--- config.mk ---
export PLATFORM = sky130hd
export DESIGN_NAME = fcl_loader
export DESIGN_NICKNAME = d
export VERILOG_FILES = /design/src/hw/fcl_pkg.sv /design/src/hw/fcl_fifo.sv /design/src/hw/fcl_loader.sv
export VERILOG_INCLUDE_DIRS = /design/src /design/src/hw
export SDC_FILE = /design/constraint.sdc
export NUM_CORES = 1
export LEC_CHECK = 0
export BUFFER_PORTS_ARGS = -buffer_cell sky130_fd_sc_hd__clkbuf_2
export CORE_MARGIN = 5
export CORE_UTILIZATION = 37
export CTS_CLUSTER_SIZE = 12
export DETAILED_ROUTE_END_ITERATION = 8
export GPL_ROUTABILITY_DRIVEN = 0
export HOLD_SLACK_MARGIN = 0.02
export PLACE_DENSITY = 0.5
export RECOVER_POWER = 25
export SLEW_MARGIN = 20
export SYNTH_ARGS = -nofsm -noshare
export SYNTH_HDL_FRONTEND = slang
export SYNTH_SLANG_ARGS = --single-unit
export TNS_END_PERCENT = 1
--- constraint.sdc ---
create_clock -name i_clock -period 2.3 [get_ports i_clock]
set_input_delay 0.46 -clock i_clock [delete_from_list [all_inputs] [get_ports i_clock]]
set_output_delay 0.46 -clock i_clock [all_outputs]
set_load 0.03 [all_outputs]
--- src/hw/fcl_consts.svh ---
// fcl_consts.svh: constants for the configuration loader (scheme codes, timing)
// assumes a 10 MHz system clock; included by the package and the design modules
`ifndef FCL_CONSTS_SVH
`define FCL_CONSTS_SVH

`define FCL_BYTE_W          8
`define FCL_SCHEME_W        3
`define FCL_SCHEME_STREAM   3'b110
`define FCL_SCHEME_FAST_AS  3'b001
`define FCL_SCHEME_JTAG     3'b111
`define FCL_PAGE_FACTORY    1'b1
`define FCL_PAGE_USER       1'b0
`define FCL_FIFO_DEPTH      16
`define FCL_FIFO_AW         4
`define FCL_CLK_PERIOD_NS   100
`define FCL_DONE_WAIT_NS    1000000
`define FCL_DONE_WAIT_CYC   (`FCL_DONE_WAIT_NS / `FCL_CLK_PERIOD_NS)
`define FCL_WAIT_CNT_W      24

`endif

--- src/hw/fcl_pkg.sv ---
// fcl_pkg: types shared by the configuration loader modules
// assumes fcl_consts.svh is on the include path
`include "fcl_consts.svh"

package fcl_pkg;

   // one streamed byte plus its end-of-image marker
   typedef struct packed {
      logic                   last;
      logic [`FCL_BYTE_W-1:0] data;
   } fcl_beat_t;

   typedef enum logic [2:0] {
      FCL_SAMPLE,
      FCL_IDLE,
      FCL_START,
      FCL_LOAD,
      FCL_WAIT_DONE,
      FCL_DONE,
      FCL_ERROR
   } fcl_state_t;

endpackage : fcl_pkg

--- src/hw/fcl_fifo.sv ---
// fcl_fifo: flip-flop FIFO with valid/ready on both sides
// assumes one clock and a synchronous active-high reset; full and empty are flops
`include "fcl_consts.svh"

module fcl_fifo
   import fcl_pkg::*;
#(
   parameter int unsigned WIDTH = 9,
   parameter int unsigned DEPTH = `FCL_FIFO_DEPTH,
   parameter int unsigned AW    = `FCL_FIFO_AW
) (
   input  wire logic             i_clock,    // system clock
   input  wire logic             i_sys_rst,  // sync reset, high
   input  wire logic             i_wr_valid, // write offered
   input  wire logic [WIDTH-1:0] i_wr_data,  // write word
   output logic                  o_wr_ready, // room for a word
   output logic                  o_rd_valid, // word available
   output logic      [WIDTH-1:0] o_rd_data,  // head word
   input  wire logic             i_rd_ready  // head word taken
);

   typedef struct packed {
      logic [DEPTH-1:0][WIDTH-1:0] mem;
      logic [AW-1:0]               wr_ptr;
      logic [AW-1:0]               rd_ptr;
      logic [AW:0]                 count;
      logic                        full;
      logic                        empty;
   } fcl_fifo_st_t;

   fcl_fifo_st_t st_r;
   fcl_fifo_st_t st_nxt;
   logic         push;
   logic         pop;

   // handshakes use the registered flags so ready never depends on the reader
   assign push       = i_wr_valid && !st_r.full;
   assign pop        = i_rd_ready && !st_r.empty;
   assign o_wr_ready = !st_r.full;
   assign o_rd_valid = !st_r.empty;
   assign o_rd_data  = st_r.mem[st_r.rd_ptr];

   // pointer and occupancy update
   always_comb begin
      st_nxt = st_r;
      if (push) begin
         st_nxt.mem[st_r.wr_ptr] = i_wr_data;
         st_nxt.wr_ptr           = st_r.wr_ptr + 1'b1;
      end
      if (pop) begin
         st_nxt.rd_ptr = st_r.rd_ptr + 1'b1;
      end
      if (push && !pop) begin
         st_nxt.count = st_r.count + 1'b1;
      end else if (pop && !push) begin
         st_nxt.count = st_r.count - 1'b1;
      end
      st_nxt.full  = (st_nxt.count == (AW+1)'(DEPTH));
      st_nxt.empty = (st_nxt.count == '0);
   end

   always_ff @(posedge i_clock) begin
      if (i_sys_rst) begin
         st_r       <= '0;
         st_r.empty <= 1'b1;
      end else begin
         st_r <= st_nxt;
      end
   end

endmodule // fcl_fifo

--- src/hw/fcl_loader.sv ---
// fcl_loader: board configuration loader, flash byte stream into the fpga stream port
// assumes flash bytes arrive only after o_flash_start, and the fpga reports done/error
`include "fcl_consts.svh"

module fcl_loader
   import fcl_pkg::*;
#(
   parameter int unsigned DONE_WAIT_CYC = `FCL_DONE_WAIT_CYC
) (
   input  wire logic                     i_clock,                  // 10 MHz system clock
   input  wire logic                     i_sys_rst,                // sync reset, high
   input  wire logic [`FCL_SCHEME_W-1:0] i_config_scheme_select,   // scheme strap
   input  wire logic                     i_factory_image_select,   // 1 factory, 0 user
   output logic                          o_flash_start,            // one-cycle read request
   output logic                          o_flash_page,             // page to read
   input  wire logic                     i_flash_valid,            // flash byte valid
   input  wire logic [`FCL_BYTE_W-1:0]   i_flash_data,             // flash byte
   input  wire logic                     i_flash_last,             // last image byte
   output logic                          o_flash_ready,            // loader takes byte
   output logic                          o_cfg_valid,              // stream byte valid
   output logic [`FCL_BYTE_W-1:0]        o_cfg_data,               // stream byte
   input  wire logic                     i_cfg_ready,              // fpga takes byte
   input  wire logic                     i_fpga_conf_done,         // fpga reports done
   input  wire logic                     i_fpga_cfg_error,         // fpga reports error
   output logic                          o_load_active,            // loading indicator
   output logic                          o_load_error,             // error indicator
   output logic                          o_config_done_indicator_n, // done, active low
   output logic                          o_factory_page            // factory boot indicator
);

   typedef struct packed {
      fcl_state_t                 state;
      logic [`FCL_SCHEME_W-1:0]   scheme;
      logic                       page;
      logic                       start;
      fcl_beat_t                  out;
      logic                       out_valid;
      logic                       load;
      logic                       err;
      logic                       done_n;
      logic                       factory;
      logic [`FCL_WAIT_CNT_W-1:0] wait_cnt;
   } fcl_loader_st_t;

   fcl_loader_st_t st_r;
   fcl_loader_st_t st_nxt;
   fcl_beat_t      fifo_in;
   fcl_beat_t      fifo_out;
   logic           fifo_wr_ready;
   logic           fifo_rd_valid;
   logic           fifo_pop;
   logic           out_take;

   // decode of the strap, used by the sequencer and its checks
   function automatic logic is_stream(input logic [`FCL_SCHEME_W-1:0] s);
      return s == `FCL_SCHEME_STREAM;
   endfunction

   assign fifo_in.data = i_flash_data;
   assign fifo_in.last = i_flash_last;
   assign out_take     = st_r.out_valid && i_cfg_ready;
   // the output stage refills when empty or when its byte leaves this cycle
   assign fifo_pop     = (st_r.state == FCL_LOAD) && fifo_rd_valid
                         && (!st_r.out_valid || i_cfg_ready);

   fcl_fifo #(
      .WIDTH ($bits(fcl_beat_t)),
      .DEPTH (`FCL_FIFO_DEPTH),
      .AW    (`FCL_FIFO_AW)
   ) u_fifo (
      .i_clock    (i_clock),
      .i_sys_rst  (i_sys_rst),
      .i_wr_valid (i_flash_valid),
      .i_wr_data  (fifo_in),
      .o_wr_ready (fifo_wr_ready),
      .o_rd_valid (fifo_rd_valid),
      .o_rd_data  (fifo_out),
      .i_rd_ready (fifo_pop)
   );

   // sequencer: sample straps once, then fetch, stream, wait for the fpga verdict
   always_comb begin
      st_nxt       = st_r;
      st_nxt.start = 1'b0;
      if (out_take) begin
         st_nxt.out_valid = 1'b0;
      end
      if (fifo_pop) begin
         st_nxt.out       = fifo_out;
         st_nxt.out_valid = 1'b1;
      end
      case (st_r.state)
         FCL_SAMPLE: begin
            st_nxt.scheme = i_config_scheme_select;
            st_nxt.page   = i_factory_image_select;
            if (is_stream(i_config_scheme_select)) begin
               st_nxt.start = 1'b1;
               st_nxt.load  = 1'b1;
               st_nxt.state = FCL_START;
            end else begin
               // fast serial and jtag: the fpga owns its config, we stay quiet
               st_nxt.state = FCL_IDLE;
            end
         end
         FCL_IDLE: begin
            st_nxt.state = FCL_IDLE;
         end
         FCL_START: begin
            st_nxt.state = FCL_LOAD;
         end
         FCL_LOAD: begin
            if (i_fpga_cfg_error) begin
               st_nxt.state     = FCL_ERROR;
               st_nxt.load      = 1'b0;
               st_nxt.err       = 1'b1;
               st_nxt.out_valid = 1'b0;
            end else if (out_take && st_r.out.last) begin
               st_nxt.state    = FCL_WAIT_DONE;
               st_nxt.load     = 1'b0;
               st_nxt.wait_cnt = '0;
            end
         end
         FCL_WAIT_DONE: begin
            st_nxt.wait_cnt = st_r.wait_cnt + 1'b1;
            if (i_fpga_cfg_error) begin
               st_nxt.state = FCL_ERROR;
               st_nxt.err   = 1'b1;
            end else if (i_fpga_conf_done) begin
               st_nxt.state   = FCL_DONE;
               st_nxt.done_n  = 1'b0;
               st_nxt.factory = (st_r.page == `FCL_PAGE_FACTORY);
            end else if (st_r.wait_cnt == `FCL_WAIT_CNT_W'(DONE_WAIT_CYC - 1)) begin
               // no done from the fpga in time counts as a failed attempt
               st_nxt.state = FCL_ERROR;
               st_nxt.err   = 1'b1;
            end
         end
         FCL_DONE: begin
            st_nxt.state = FCL_DONE;
         end
         FCL_ERROR: begin
            st_nxt.state = FCL_ERROR;
         end
         default: begin
            st_nxt.state = FCL_SAMPLE;
         end
      endcase
   end

   // straps are caught by the first clocked cycle after reset, never by reset itself
   always_ff @(posedge i_clock) begin
      if (i_sys_rst) begin
         st_r        <= '0;
         st_r.state  <= FCL_SAMPLE;
         st_r.page   <= `FCL_PAGE_FACTORY;
         st_r.done_n <= 1'b1;
      end else begin
         st_r <= st_nxt;
      end
   end

   // every output is a flop; the fifo ready is its registered full flag
   assign o_flash_start             = st_r.start;
   assign o_flash_page              = st_r.page;
   assign o_flash_ready             = fifo_wr_ready;
   assign o_cfg_valid               = st_r.out_valid;
   assign o_cfg_data                = st_r.out.data;
   assign o_load_active             = st_r.load;
   assign o_load_error              = st_r.err;
   assign o_config_done_indicator_n = st_r.done_n;
   assign o_factory_page            = st_r.factory;
endmodule // fcl_loader

After elaboration in Yosys (flattened, before gate mapping)
Index checks and enable logic that the tools add are counted.
W data, S select, Z words.
{ "op_classes": {"add_sub_neg": 5, "magnitude_cmp": 3, "eq_ne": 17, "muxes": 31, "bitwise_logic": 2, "n_reduce_logical": 25} }
{ "ops": {"columns": ["op", "count"], "rows": [
  ["$bwmux W144", 1],
  ["$mux W24", 2],
  ["$pmux W24 S2", 1],
  ["$bmux W9 S4", 1],
  ["$demux W9 S4", 1],
  ["$add A24 B1 Y24 const B", 1],
  ["$eq A24 B14 Y1 const B", 1],
  ["$pmux W3 S7", 1],
  ["$mux W9", 2],
  ["$mux W3", 5],
  ["$eq A3 B3 Y1 const B", 4],
  ["$mux W1", 12],
  ["$lt A4 B5 Y1 const B", 2],
  ["$mux W5", 2],
  ["$logic_and A1 B1 Y1", 9],
  ["$reduce_and A3 Y1", 3],
  ["$add A4 B1 Y4 const B", 2],
  ["$eq A3 B2 Y1 const B", 2],
  ["$ne A2 B2 Y1 const B", 3],
  ["$ne A3 B3 Y1 const B", 2],
  ["$add A5 B1 Y5 const B", 1],
  ["$eq A5 B5 Y1 const B", 1],
  ["$logic_not A1 Y1", 5],
  ["$logic_not A5 Y1", 1],
  ["other kinds (15)", 18]
]} }
{ "word_totals": {"reg_bits": 202, "inputBits": 19, "output_inout_bits": 16, "elab_cells": 115} }

Longest topological paths before layout
Gate-level depths: netlist of the first run.
{ "depth": {"ltp_word": 8, "ltp_mapped": 8, "ltp_nobuf": 7} }

Hierarchy
From an unflattened synthesis of the first run, not the netlist that was laid out.
{ "hier_totals": {"cells_unflattened": 920, "hier_area_um2": 9202.6} }
{ "modules_own_cells": {"columns": ["mod", "instances", "cells_per_inst", "area_each_um2", "seq_area_each_um2"], "rows": [
  ["fcl_fifo", 1, 682, 7096.8, 3183.1],
  ["fcl_loader", 1, 238, 2105.8, 860.8]
]} }

Least setup slack after synthesis of the first run
Ideal clock, no wire load.
{ "synth_timing": {"path_kind": "reg2reg", "start": "register u_fifo.st_r[7] in the netlist's numbering", "end": "register st_r, in the netlist o_cfg_data[0]", "setup_time_ns": 0.128, "arrival_time_ns": 1.836, "required_ns": 2.172, "path_slack_ns": 0.336, "stages_incl_launch_ff": 9, "path_cell_list": "dfxtp_1 buf_2 buf_2 buf_4 mux4_2 a22oi_1 a21oi_1 a21oi_1 nor2_1"} }
{ "synth_between": {"elab_chain_cells": 2} }
{ "synth_lines": {"columns": ["item", "line", "source"], "rows": [
  ["start: declaration", "fcl_fifo.sv:31", "fcl_fifo_st_t st_r;"],
  ["start signal: assignment", "fcl_fifo.sv:67", "st_r <= st_nxt;"],
  ["$bmux W9 S4", "fcl_fifo.sv:41", "assign o_rd_data = st_r.mem[st_r.rd_ptr];"],
  ["$mux W9 (implied by the code)", "fcl_fifo.sv:41", null],
  ["end signal: assignment", "fcl_loader.sv:158", "st_r <= st_nxt;"],
  ["end: declaration", "fcl_loader.sv:45", "fcl_loader_st_t st_r;"]
]} }
No other way between the ends. The select of a mux whose other input is x is not followed.
A chain may end at the register's enable or synchronous reset.

Worst setup path after layout of the first run
{ "layout_timing": {"start": "register st_r[0] in the netlist's numbering", "end": "register st_r, in the netlist o_load_error"} }
{ "layout_between": {"elab_chain_cells": 3} }
{ "layout_lines": {"columns": ["item", "line", "source"], "rows": [
  ["$eq A24 B14 Y1", "fcl_loader.sv:132", "end else if (st_r.wait_cnt == `FCL_WAIT_CNT_W'(DONE_WAIT_CYC - 1)) begin"],
  ["$ne A3 B3 Y1 (no line)", null, null],
  ["$reduce_and A4 Y1 (no line)", null, null]
]} }
No other way between the ends.

==> metrics.csv, run 1 <==
metric;value;unit
Post-Synth Simple-Gate Area;18.5;%
Async SR Flop Fraction;0;%
XOR/XNOR share of the synthesized area;2.85;%
Slew Limit Headroom;41.5;%
synthesized area;8910;um2
DRT antenna net count;0;
Bufs on Longest Clock Path;3;
n_diodes;0;
IR drop worst, VDD;0.000416;V
Detailed Route WL;22.9;mm
first-pass GRT wire length;37.0;mm
Crit path buffers/inverters;0;
clock sinks;202;
Critical-path top delay cell;nor4_1;
fraction of final layout cells sized beyond drive strength 1;14.5;%
main flop type after synthesis;dfxtp_1;
status;finished, final reports clean;
Netlist cell types;52;
CP Class;flip-flop to flip-flop;
Clock Pin Slew Worst Setup and Hold Paths;0.06;ns
Max H-tree Level;1;
Post-Syn Instances;925;
Core Rows;56;
pwr/cell area;744;nW/um2
Setup Viol. Count Final;0;
die footprint;27300;um2
io pins;35;
Area Overhead vs Synth;14.9;%
Syn. warnings;0;
minimum clock period;2.12;ns
Worst path top cell family by delay;simple AND/OR/NAND/NOR gates;
most common cell after layout, fill and taps aside;dfxtp_1;
nets@finish;984;
first-pass iteration count of the detailed router;5;
maxcap violations;0;
Vias;6570;
min-delay worst type;input port to flip-flop;
Hold Slack;0.157;ns
Fmax achieved;471;MHz
Final HPWL DP;14.7;mm
DR iter-0 viols;497;
syn nets;952;
Compound-Gate Fraction of Synth Area;7.68;%
final worst-path cycle share;92.3;%
post-synthesis mux area share;20.6;%
crit path max fanout;3;
DRC Markers;0;
All-Layer GR Usage;17.2;%
unrepaired setup endpoints after global routing;false;
Post-Synth Adder-Cell Area;1.36;%
setup TNS;0;ns
vias in the first global route;6489;
CP Launch Type;flip-flop;
count of final hold-check violations;0;
die width;165;um
pin count of the biggest net entering global routing;77;
post-CTS repair timing setup buffer count;0;
combinational family with the most area after synthesis;multiplexers;
Clk Latency, worst-skew pair;0.52;ns
number of port buffers;34;
core region area;23600;um2
Die H;165;um
Slew @ Worst Pin;0.875;ns
Area after DPL;9540;um2
Critical Path AT;2.56;ns
via/cell ratio;5.08;
CTS tree;built;
Mean Syn Cell Area;9.63;um2
crit-path cells;ha_1, nand2_1, or3_1, nor4_1, nor3b_1, o22ai_1, a21oi_1;
gr ovfl total;0;
wire per inst;17.7;um
commonest non-fill, non-tap cells in the layout;dfxtp_1, nor2_1, nand2_1;
Initial Utilization;37.7;%
P_leak;3.46;nW
Final Max Slew Viols;0;
Synth Register Bits;202;
Yosys top cell area share;45.4;%
Worst path max stage delay;0.46;ns
initial antenna violation count;0;
Critical Path End Type;flip-flop;
post-synthesis sequential area ratio;45.4;%
Synth area leaders;dfxtp_1, mux2i_1, mux4_2;
Final Cell Area;10200;um2
Worst EP required;2.74;ns
Worst Skew;0.00676;ns
cell taking the most area after synthesis;dfxtp_1;
CTS Buf Count;24;
number of enable flip-flop cells after synthesis;0;
CTS resizes;0;
clock root buffer;clkbuf_16;
# hold bufs at CTS;0;
## registers in the layout, summed over array words and instances, names as in the netlist
signal and count:
o_cfg_valid 1, o_factory_page 1, o_flash_start 1, o_cfg_data 8, o_load_error 1, o_load_active 1, o_config_done_indicator_n 1, st_r 28
u_fifo.st_r 159, o_flash_page 1
## cell type report
type                       count  area [um2]
tap                          319         399
multi-input combinational    650        4540
sequential                   202        4050
inverter                       9        33.8
clock inverter                 7        37.5
clock buffer                  36         717
fill                        2312       13400
timing repair buffer          70         469
## layer usage
layer  wire length (um)  GRT usage [%]  part of all wire (%)
met2              10500           27.1                    46
met4                714           5.37                   3.1
met5                  0              0                     0
met3                807           2.26                   3.5
met1              10900           24.5                    47
## path summary, 6_finish.rpt
kind,slack [ns],cells after the start,startpoint,endpoint
setup / recovery,0.18,7,st_r[0],o_load_error
hold / removal,0.16,2,i_factory_image_select,o_flash_page
setup reg to reg,0.18,7,st_r[0],o_load_error
hold reg to reg,0.45,2,o_factory_page,o_factory_page
## where the power goes
group / leakage (nW) / internal [mW] / switching (mW)
sequential: 1.63 / 3.55 / 0.0477
combinational: 1.46 / 0.136 / 0.273
clock: 0.375 / 2.14 / 1.47
total: 3.46 / 5.83 / 1.79
## metrics by stage
step           power, mW  utilization [%]  instances  setup WS, ns
4_1_cts             7.71             43.6       1293         0.168
6_report            7.62             43.4       1293         0.178
3_3_place_gp        4.08             40.4       1250         0.204
5_1_grt             7.94             43.4       1293      0.000688
2_1_floorplan       3.93                -        925         0.336
3_5_place_dp        4.08             40.4       1250         0.183
## cells by family (layout without fill, tap and decap cells)
| logic type | after synthesis | after routing |
|---|---|---|
| adders and majority gates | 10 | 10 |
| DFF | 202 | 202 |
| xor gates and xnor gates | 29 | 29 |
| buffers and inverters | 73 | 122 |
| muxes | 138 | 138 |
| and+or+nand+nor | 356 | 356 |
| AOI/OAI and AO/OA | 117 | 117 |
## synth_stat cells, drive strengths merged (2+ instances only)
| cell type | instances |
|---|---|
| dfxtp | 202 |
| nor2 | 166 |
| nand2 | 108 |
| mux2i | 102 |
| a21oi | 71 |
| clkbuf | 41 |
| mux4 | 36 |
| buf | 23 |
| xor2 | 22 |
| a22oi | 19 |
| nand3 | 15 |
| nor3 | 15 |
| o21ai | 11 |
| nor2b | 10 |
| inv | 9 |
| ha | 8 |
| nand4 | 7 |
| xnor2 | 7 |
| and3 | 6 |
| or3 | 5 |
| and4 | 4 |
| o22ai | 4 |
| and2 | 3 |
| nand2b | 3 |
| nor4 | 3 |
| a211oi | 2 |
| maj3 | 2 |
| nor3b | 2 |
| nor4b | 2 |
| o211ai | 2 |
| o21bai | 2 |
| or4 | 2 |
## worst register-to-register path, stage by stage, from the launching register on
cell and delay [ns]:
dfxtp_1 0.37, ha_1 0.20, nand2_1 0.09, or3_1 0.42, nor4_1 0.46, nor3b_1 0.24
o22ai_1 0.11, a21oi_1 0.16
(Power assumes the default switching activity.)
==> inputs of run 2 (changes only) <==
Settings changed: ABC_AREA from default to 1.
==> run 2 against run 1 <==
Combinational power is 24% higher. Cell count is 33% higher. Register-to-register slack better by 0.27 ns. Sequential share of layout area is 1.7 points lower. Sequential cell count stayed put. Core utilization is 1.0 points lower. Critical path type unchanged. Largest cell class unchanged.
==> metrics.csv, run 2 <==
metric;value;unit
pin count of the biggest net entering global routing;74;
fraction of final layout cells sized beyond drive strength 1;7.59;%
Final HPWL DP;17.2;mm
CP Launch Type;flip-flop;
DRC Markers;0;
wire per inst;15.5;um
syn nets;1390;
Cells after DPL;1671;
first-pass GRT wire length;43.6;mm
Synth Register Bits;202;
# hold bufs at CTS;0;
P_leak;4.14;nW
Yosys top cell area share;42.6;%
Netlist cell types;44;
io pins;35;
Die H;170;um
number of enable flip-flop cells after synthesis;0;
die footprint;29000;um2
DRT antenna net count;0;
Fmax achieved;538;MHz
All-Layer GR Usage;18.3;%
synthesized area;9490;um2
most common cell after layout, fill and taps aside;nor2_1;
gr ovfl total;0;
Critical-path top delay cell;dfxtp_1;
Slew @ Worst Pin;0.680;ns
nets@finish;1394;
count of final hold-check violations;0;
vias in the first global route;8059;
pwr/cell area;736;nW/um2
die width;170;um
Mean Syn Cell Area;6.96;um2
top post-synthesis cells by count;nor2_1, dfxtp_1, o21ai_0;
via/cell ratio;4.98;
Clock Pin Slew Worst Setup and Hold Paths;0.06;ns
Initial Utilization;37.6;%
Post-Layout Cell Count;1714;
final worst-path cycle share;80.8;%
status;finished, final reports clean;
r2r setup slk;0.44;ns
main flop type after synthesis;dfxtp_1;
number of flip-flops in the largest register;159;
cell taking the most area after synthesis;dfxtp_1;
crit-path cells;inv_1, nand3_2, nor2_4, o21ai_4, o21ai_2, inv_2, o21ai_1, a21oi_1;
Worst EP required;2.69;ns
Bufs on Longest Clock Path;3;
CP Class;flip-flop to flip-flop;
cell with the most instances after synthesis;nor2_1;
first-pass iteration count of the detailed router;4;
clock root buffer;clkbuf_16;
Critical Path AT;2.25;ns
IR drop worst, VDD;0.000474;V
Clk Latency, worst-skew pair;0.52;ns
Final Max Slew Viols;0;
Worst path max stage delay;0.36;ns
core region area;25300;um2
setup TNS;0;ns
Setup Viol. Count Final;0;
initial antenna violation count;0;
Max H-tree Level;1;
Slew Limit Headroom;54.6;%
Syn. warnings;0;
Core Rows;58;
min-delay worst type;input port to flip-flop;
CTS Buf Count;24;
Synth area leaders;dfxtp_1, nor2_1, o21ai_0;
CTS resizes;0;
post-CTS repair timing setup buffer count;0;
minimum clock period;1.86;ns
Filler Cells Inserted;2674;
DR iter-0 viols;629;
number of port buffers;34;
Worst Skew;0.0125;ns
Post-Syn Instances;1363;
post-synthesis sequential area ratio;42.6;%
commonest non-fill, non-tap cells in the layout;nor2_1, o21ai_0, dfxtp_1;
Critical Path End Type;flip-flop;
Detailed Route WL;26.6;mm
Largest Register;u_fifo.st_r;
crit path max fanout;15;
Async SR Flop Fraction;0;%
unrepaired setup endpoints after global routing;false;
Area Overhead vs Synth;12.7;%
clock sinks;202;
maxcap violations;0;
n_diodes;0;
Worst path top cell family by delay;compound AO/OA/AOI/OAI gates;
CTS tree;built;
Vias;8532;
Crit path buffers/inverters;2;
==> run 2: cell types whose count changed in the layout (fill, tap and decap cells not counted), moves of 12 or more <==
| cell | change |
|---|---|
| mux2i_1 | -102 |
| nand2_1 | +34 |
| o21ai_0 | +189 |
| inv_1 | +112 |
| a22oi_1 | -19 |
| nand3_1 | +61 |
| mux4_2 | -36 |
| o211ai_1 | +44 |
| clkinv_1 | +12 |
| a21oi_1 | +35 |
| nor2_1 | +129 |
| xor2_1 | -17 |
==> run 2: worst paths after layout <==
check,endpoint,cells past startpoint,from
max,st_r[12],8,st_r[45]
min reg2reg,o_config_done_indicator_n,2,o_config_done_indicator_n
min,o_flash_page,3,i_factory_image_select
max reg2reg,st_r[12],8,st_r[45]
==> run 2: cell type report <==
class / instances / area (um2) / share of cell area, %
clock inverter: 2 / 35.0 / 0.327
sequential: 202 / 4050 / 37.8
multi-input combinational: 945 / 4560 / 42.7
tap: 330 / 413 / 3.86
clock buffer: 41 / 746 / 6.97
inverter: 139 / 524 / 4.90
timing repair buffer: 55 / 367 / 3.43
==> run 2: cell families after synthesis <==
| logic type | synth area share [%] |
|---|---|
| XOR/XNOR | 0.646 |
| adder cells (fa/ha/maj) | 1.05 |
| AND/OR/NAND/NOR | 24.6 |
| flip-flops | 42.6 |
| AO/OA/AOI/OAI | 21.9 |
| buffers and inverters | 9.16 |
==> run 2: where the power goes <==
part	total [mW]	switching [mW]	leakage [nW]	internal (mW)
combinational	0.507	0.359	2.13	0.148
clock	3.76	1.47	0.381	2.30
sequential	3.61	0.0410	1.63	3.57
total	7.88	1.87	4.14	6.01
==> run 2: per-layer routing <==
| metal | vias up | global-route usage, % | share of wire, % | wire length (um) |
|---|---|---|---|---|
| met5 | - | 0 | 0 | 0 |
| met4 | 0 | 4.41 | 1.8 | 475 |
| met3 | 25 | 2.44 | 3.8 | 1020 |
| met2 | 128 | 28.6 | 43 | 11500 |
| met1 | 3878 | 26.8 | 51 | 13600 |
| li1 | 4501 | - | - | - |
==> run 2: per-stage QoR <==
stage,total power [mW],worst slack (ns),util [%],instance area [um2],hold slack [ns]
2_1_floorplan,4.02,0.754,-,9490,0.429
3_3_place_gp,4.19,0.400,39.4,9950,0.431
3_5_place_dp,4.19,0.347,39.4,9950,0.434
4_1_cts,8.01,0.446,42.5,10700,0.135
5_1_grt,8.22,0.223,42.4,10700,0.174
6_report,7.88,0.443,42.4,10700,0.153
==> run 2: worst register-to-register path: stages, from the launching register on <==
cell and delay, ns:
dfxtp_1 0.36, inv_1 0.25, nand3_2 0.16, nor2_4 0.17, o21ai_4 0.15, o21ai_2 0.29
inv_2 0.14, o21ai_1 0.12, a21oi_1 0.09
==> inputs of run 3 (changes only) <==
Clock period 2.3 ns to 1.81 ns, I/O delays scaled along.
==> run 3 against run 2 <==
Combinational power increased by 33%. Worst hold slack got worse by 0.088 ns. Via count increased by 2.4%. Sequential power increased by 27%. Register-to-register slack got worse by 0.29 ns. Core utilization increased by 1.1 points. Clock skew increased by 0.0014 ns. Count of clock-buffer cells in the layout decreased by 3. Wire length increased by 2.4%. Critical endpoint is now st_r[17]. Largest cell class unchanged.
==> metrics.csv, run 3 (synthesized netlist as in run 2, its figures left out) <==
metric;value;unit
status;finished, final reports clean;
first-pass GRT wire length;44.6;mm
setup ws final;0.149;ns
hold endpoint;o_flash_page;
All-Layer GR Usage;18.8;%
CP Launch Type;flip-flop;
unrepaired setup endpoints after global routing;true;
hold path depth;3;
pwr/cell area;915;nW/um2
vias in the first global route;8150;
wire per inst;15.7;um
count of final hold-check violations;0;
Slew @ Worst Pin;0.559;ns
IR drop worst, VDD;0.000726;V
maxcap violations;0;
n_diodes;0;
Critical-path top delay cell;dfxtp_2;
Clk Latency, worst-skew pair;0.53;ns
Clock Pin Slew Worst Setup and Hold Paths;0.06;ns
Initial Utilization;37.6;%
DR iter-0 viols;832;
pre-CTS setup slack;0.108;ns
CTS Buf Count;25;
# hold bufs at CTS;0;
die width;170;um
nets@finish;1411;
fraction of final layout cells sized beyond drive strength 1;11.8;%
Final Cell Area;11000;um2
Critical Path End Type;flip-flop;
minimum clock period;1.66;ns
min-delay worst type;input port to flip-flop;
number of port buffers;34;
crit-path most repeated cell;nand2_1;
clock sinks;202;
Max H-tree Level;1;
DRC Markers;0;
Vias;8737;
Crit path buffers/inverters;2;
Worst path max stage delay;0.35;ns
CP Class;flip-flop to flip-flop;
commonest non-fill, non-tap cells in the layout;nor2_1, o21ai_0, dfxtp_1;
Final HPWL DP;17.8;mm
initial antenna violation count;0;
number of flip-flops in the largest register;159;
DRT antenna net count;0;
Finished Core Util;43.5;%
Worst Skew;0.0138;ns
Slew Limit Headroom;62.7;%
crit-path cells;inv_2, nand3_2, nor2_4, o21ai_4, buf_4, nor2_2, nand2_1, o21ai_1, nand2_1, nor2_1;
most common cell after layout, fill and taps aside;nor2_1;
crit path max fanout;9;
Die H;170;um
gr ovfl total;0;
Detailed Route WL;27.2;mm
Area Overhead vs Synth;15.8;%
Largest Register;u_fifo.st_r;
via/cell ratio;5.05;
Core Rows;58;
pin count of the biggest net entering global routing;55;
Worst EP required;2.27;ns
core region area;25300;um2
clock root buffer;clkbuf_16;
final worst-path cycle share;91.8;%
io pins;35;
Hold Startpoint;i_factory_image_select;
Fmax achieved;602;MHz
P_leak;4.32;nW
Final Max Slew Viols;0;
post-CTS repair timing setup buffer count;0;
die footprint;29000;um2
Area after DPL;10100;um2
CTS resizes;0;
r2r endpoint;st_r[17];
Bufs on Longest Clock Path;3;
worst reg2reg path depth;10;
first-pass iteration count of the detailed router;5;
setup TNS;0;ns
CTS tree;built;
Critical Path AT;2.12;ns
r2r startpoint;st_r[45];
Worst path top cell family by delay;simple AND/OR/NAND/NOR gates;
r2r setup slk;0.15;ns
Setup Viol. Count Final;0;
run 3: cell count changes in the layout (fill, tap and decap cells not counted), sizes merged:
cell      change
clkinvlp      +8
buf          +17
bufinv        -1
clkbuf        -4
clkinv        -5
inv           +2
run 3: per-stage QoR:
step                hold WS, ns  total power, mW  cells
global placement          0.432             5.35   1687
finish                   0.0644             10.1   1731
detailed placement        0.436             5.35   1687
CTS                      0.0384             10.2   1731
global route             0.0676             10.5   1731
floorplan                 0.429             5.11   1363
run 3: final cells by class:
class | count | area [um2]
clock inverters | 6 | 37.5
inverters | 139 | 554
fillers | 2634 | 14300
flip-flops and latches | 202 | 4050
repair buffers | 71 | 586
clock buffers | 38 | 756
multi-input cells | 945 | 4590
well taps | 330 | 413
run 3: worst max-delay path by stage:
stage	from	end	slack, ns	cells past startpoint
final	st_r[45]	st_r[17]	0.15	10
after global routing	u_fifo.st_r[11]	u_fifo.st_r[149]	-0.02	9
after CTS	st_r[44]	st_r[12]	0.09	8
after detailed placement	i_flash_valid	u_fifo.st_r[121]	0.11	8
after global placement	i_flash_valid	u_fifo.st_r[81]	0.1	9
after floorplan	u_fifo.st_r[1]	u_fifo.st_r[157]	0.27	9
run 3: metal layers:
metal,GRT usage [%],up-vias,part of all wire (%)
met5,0,-,0
met4,5.35,0,2.7
met3,2.21,38,3.4
met2,29.1,150,44
met1,27.8,4013,50
li1,-,4536,-
run 3: report_power, final:
| part | leakage, nW | internal, mW | switching, mW |
|---|---|---|---|
| logic | 2.29 | 0.210 | 0.465 |
| clock network | 0.395 | 2.87 | 1.93 |
| registers | 1.64 | 4.53 | 0.0522 |
run 3: worst min-delay path: cells and delay by family:
family / cells / cell delay, ns
buffers and inverters: 1 / 0.08
AND/OR/NAND/NOR: 2 / 0.10
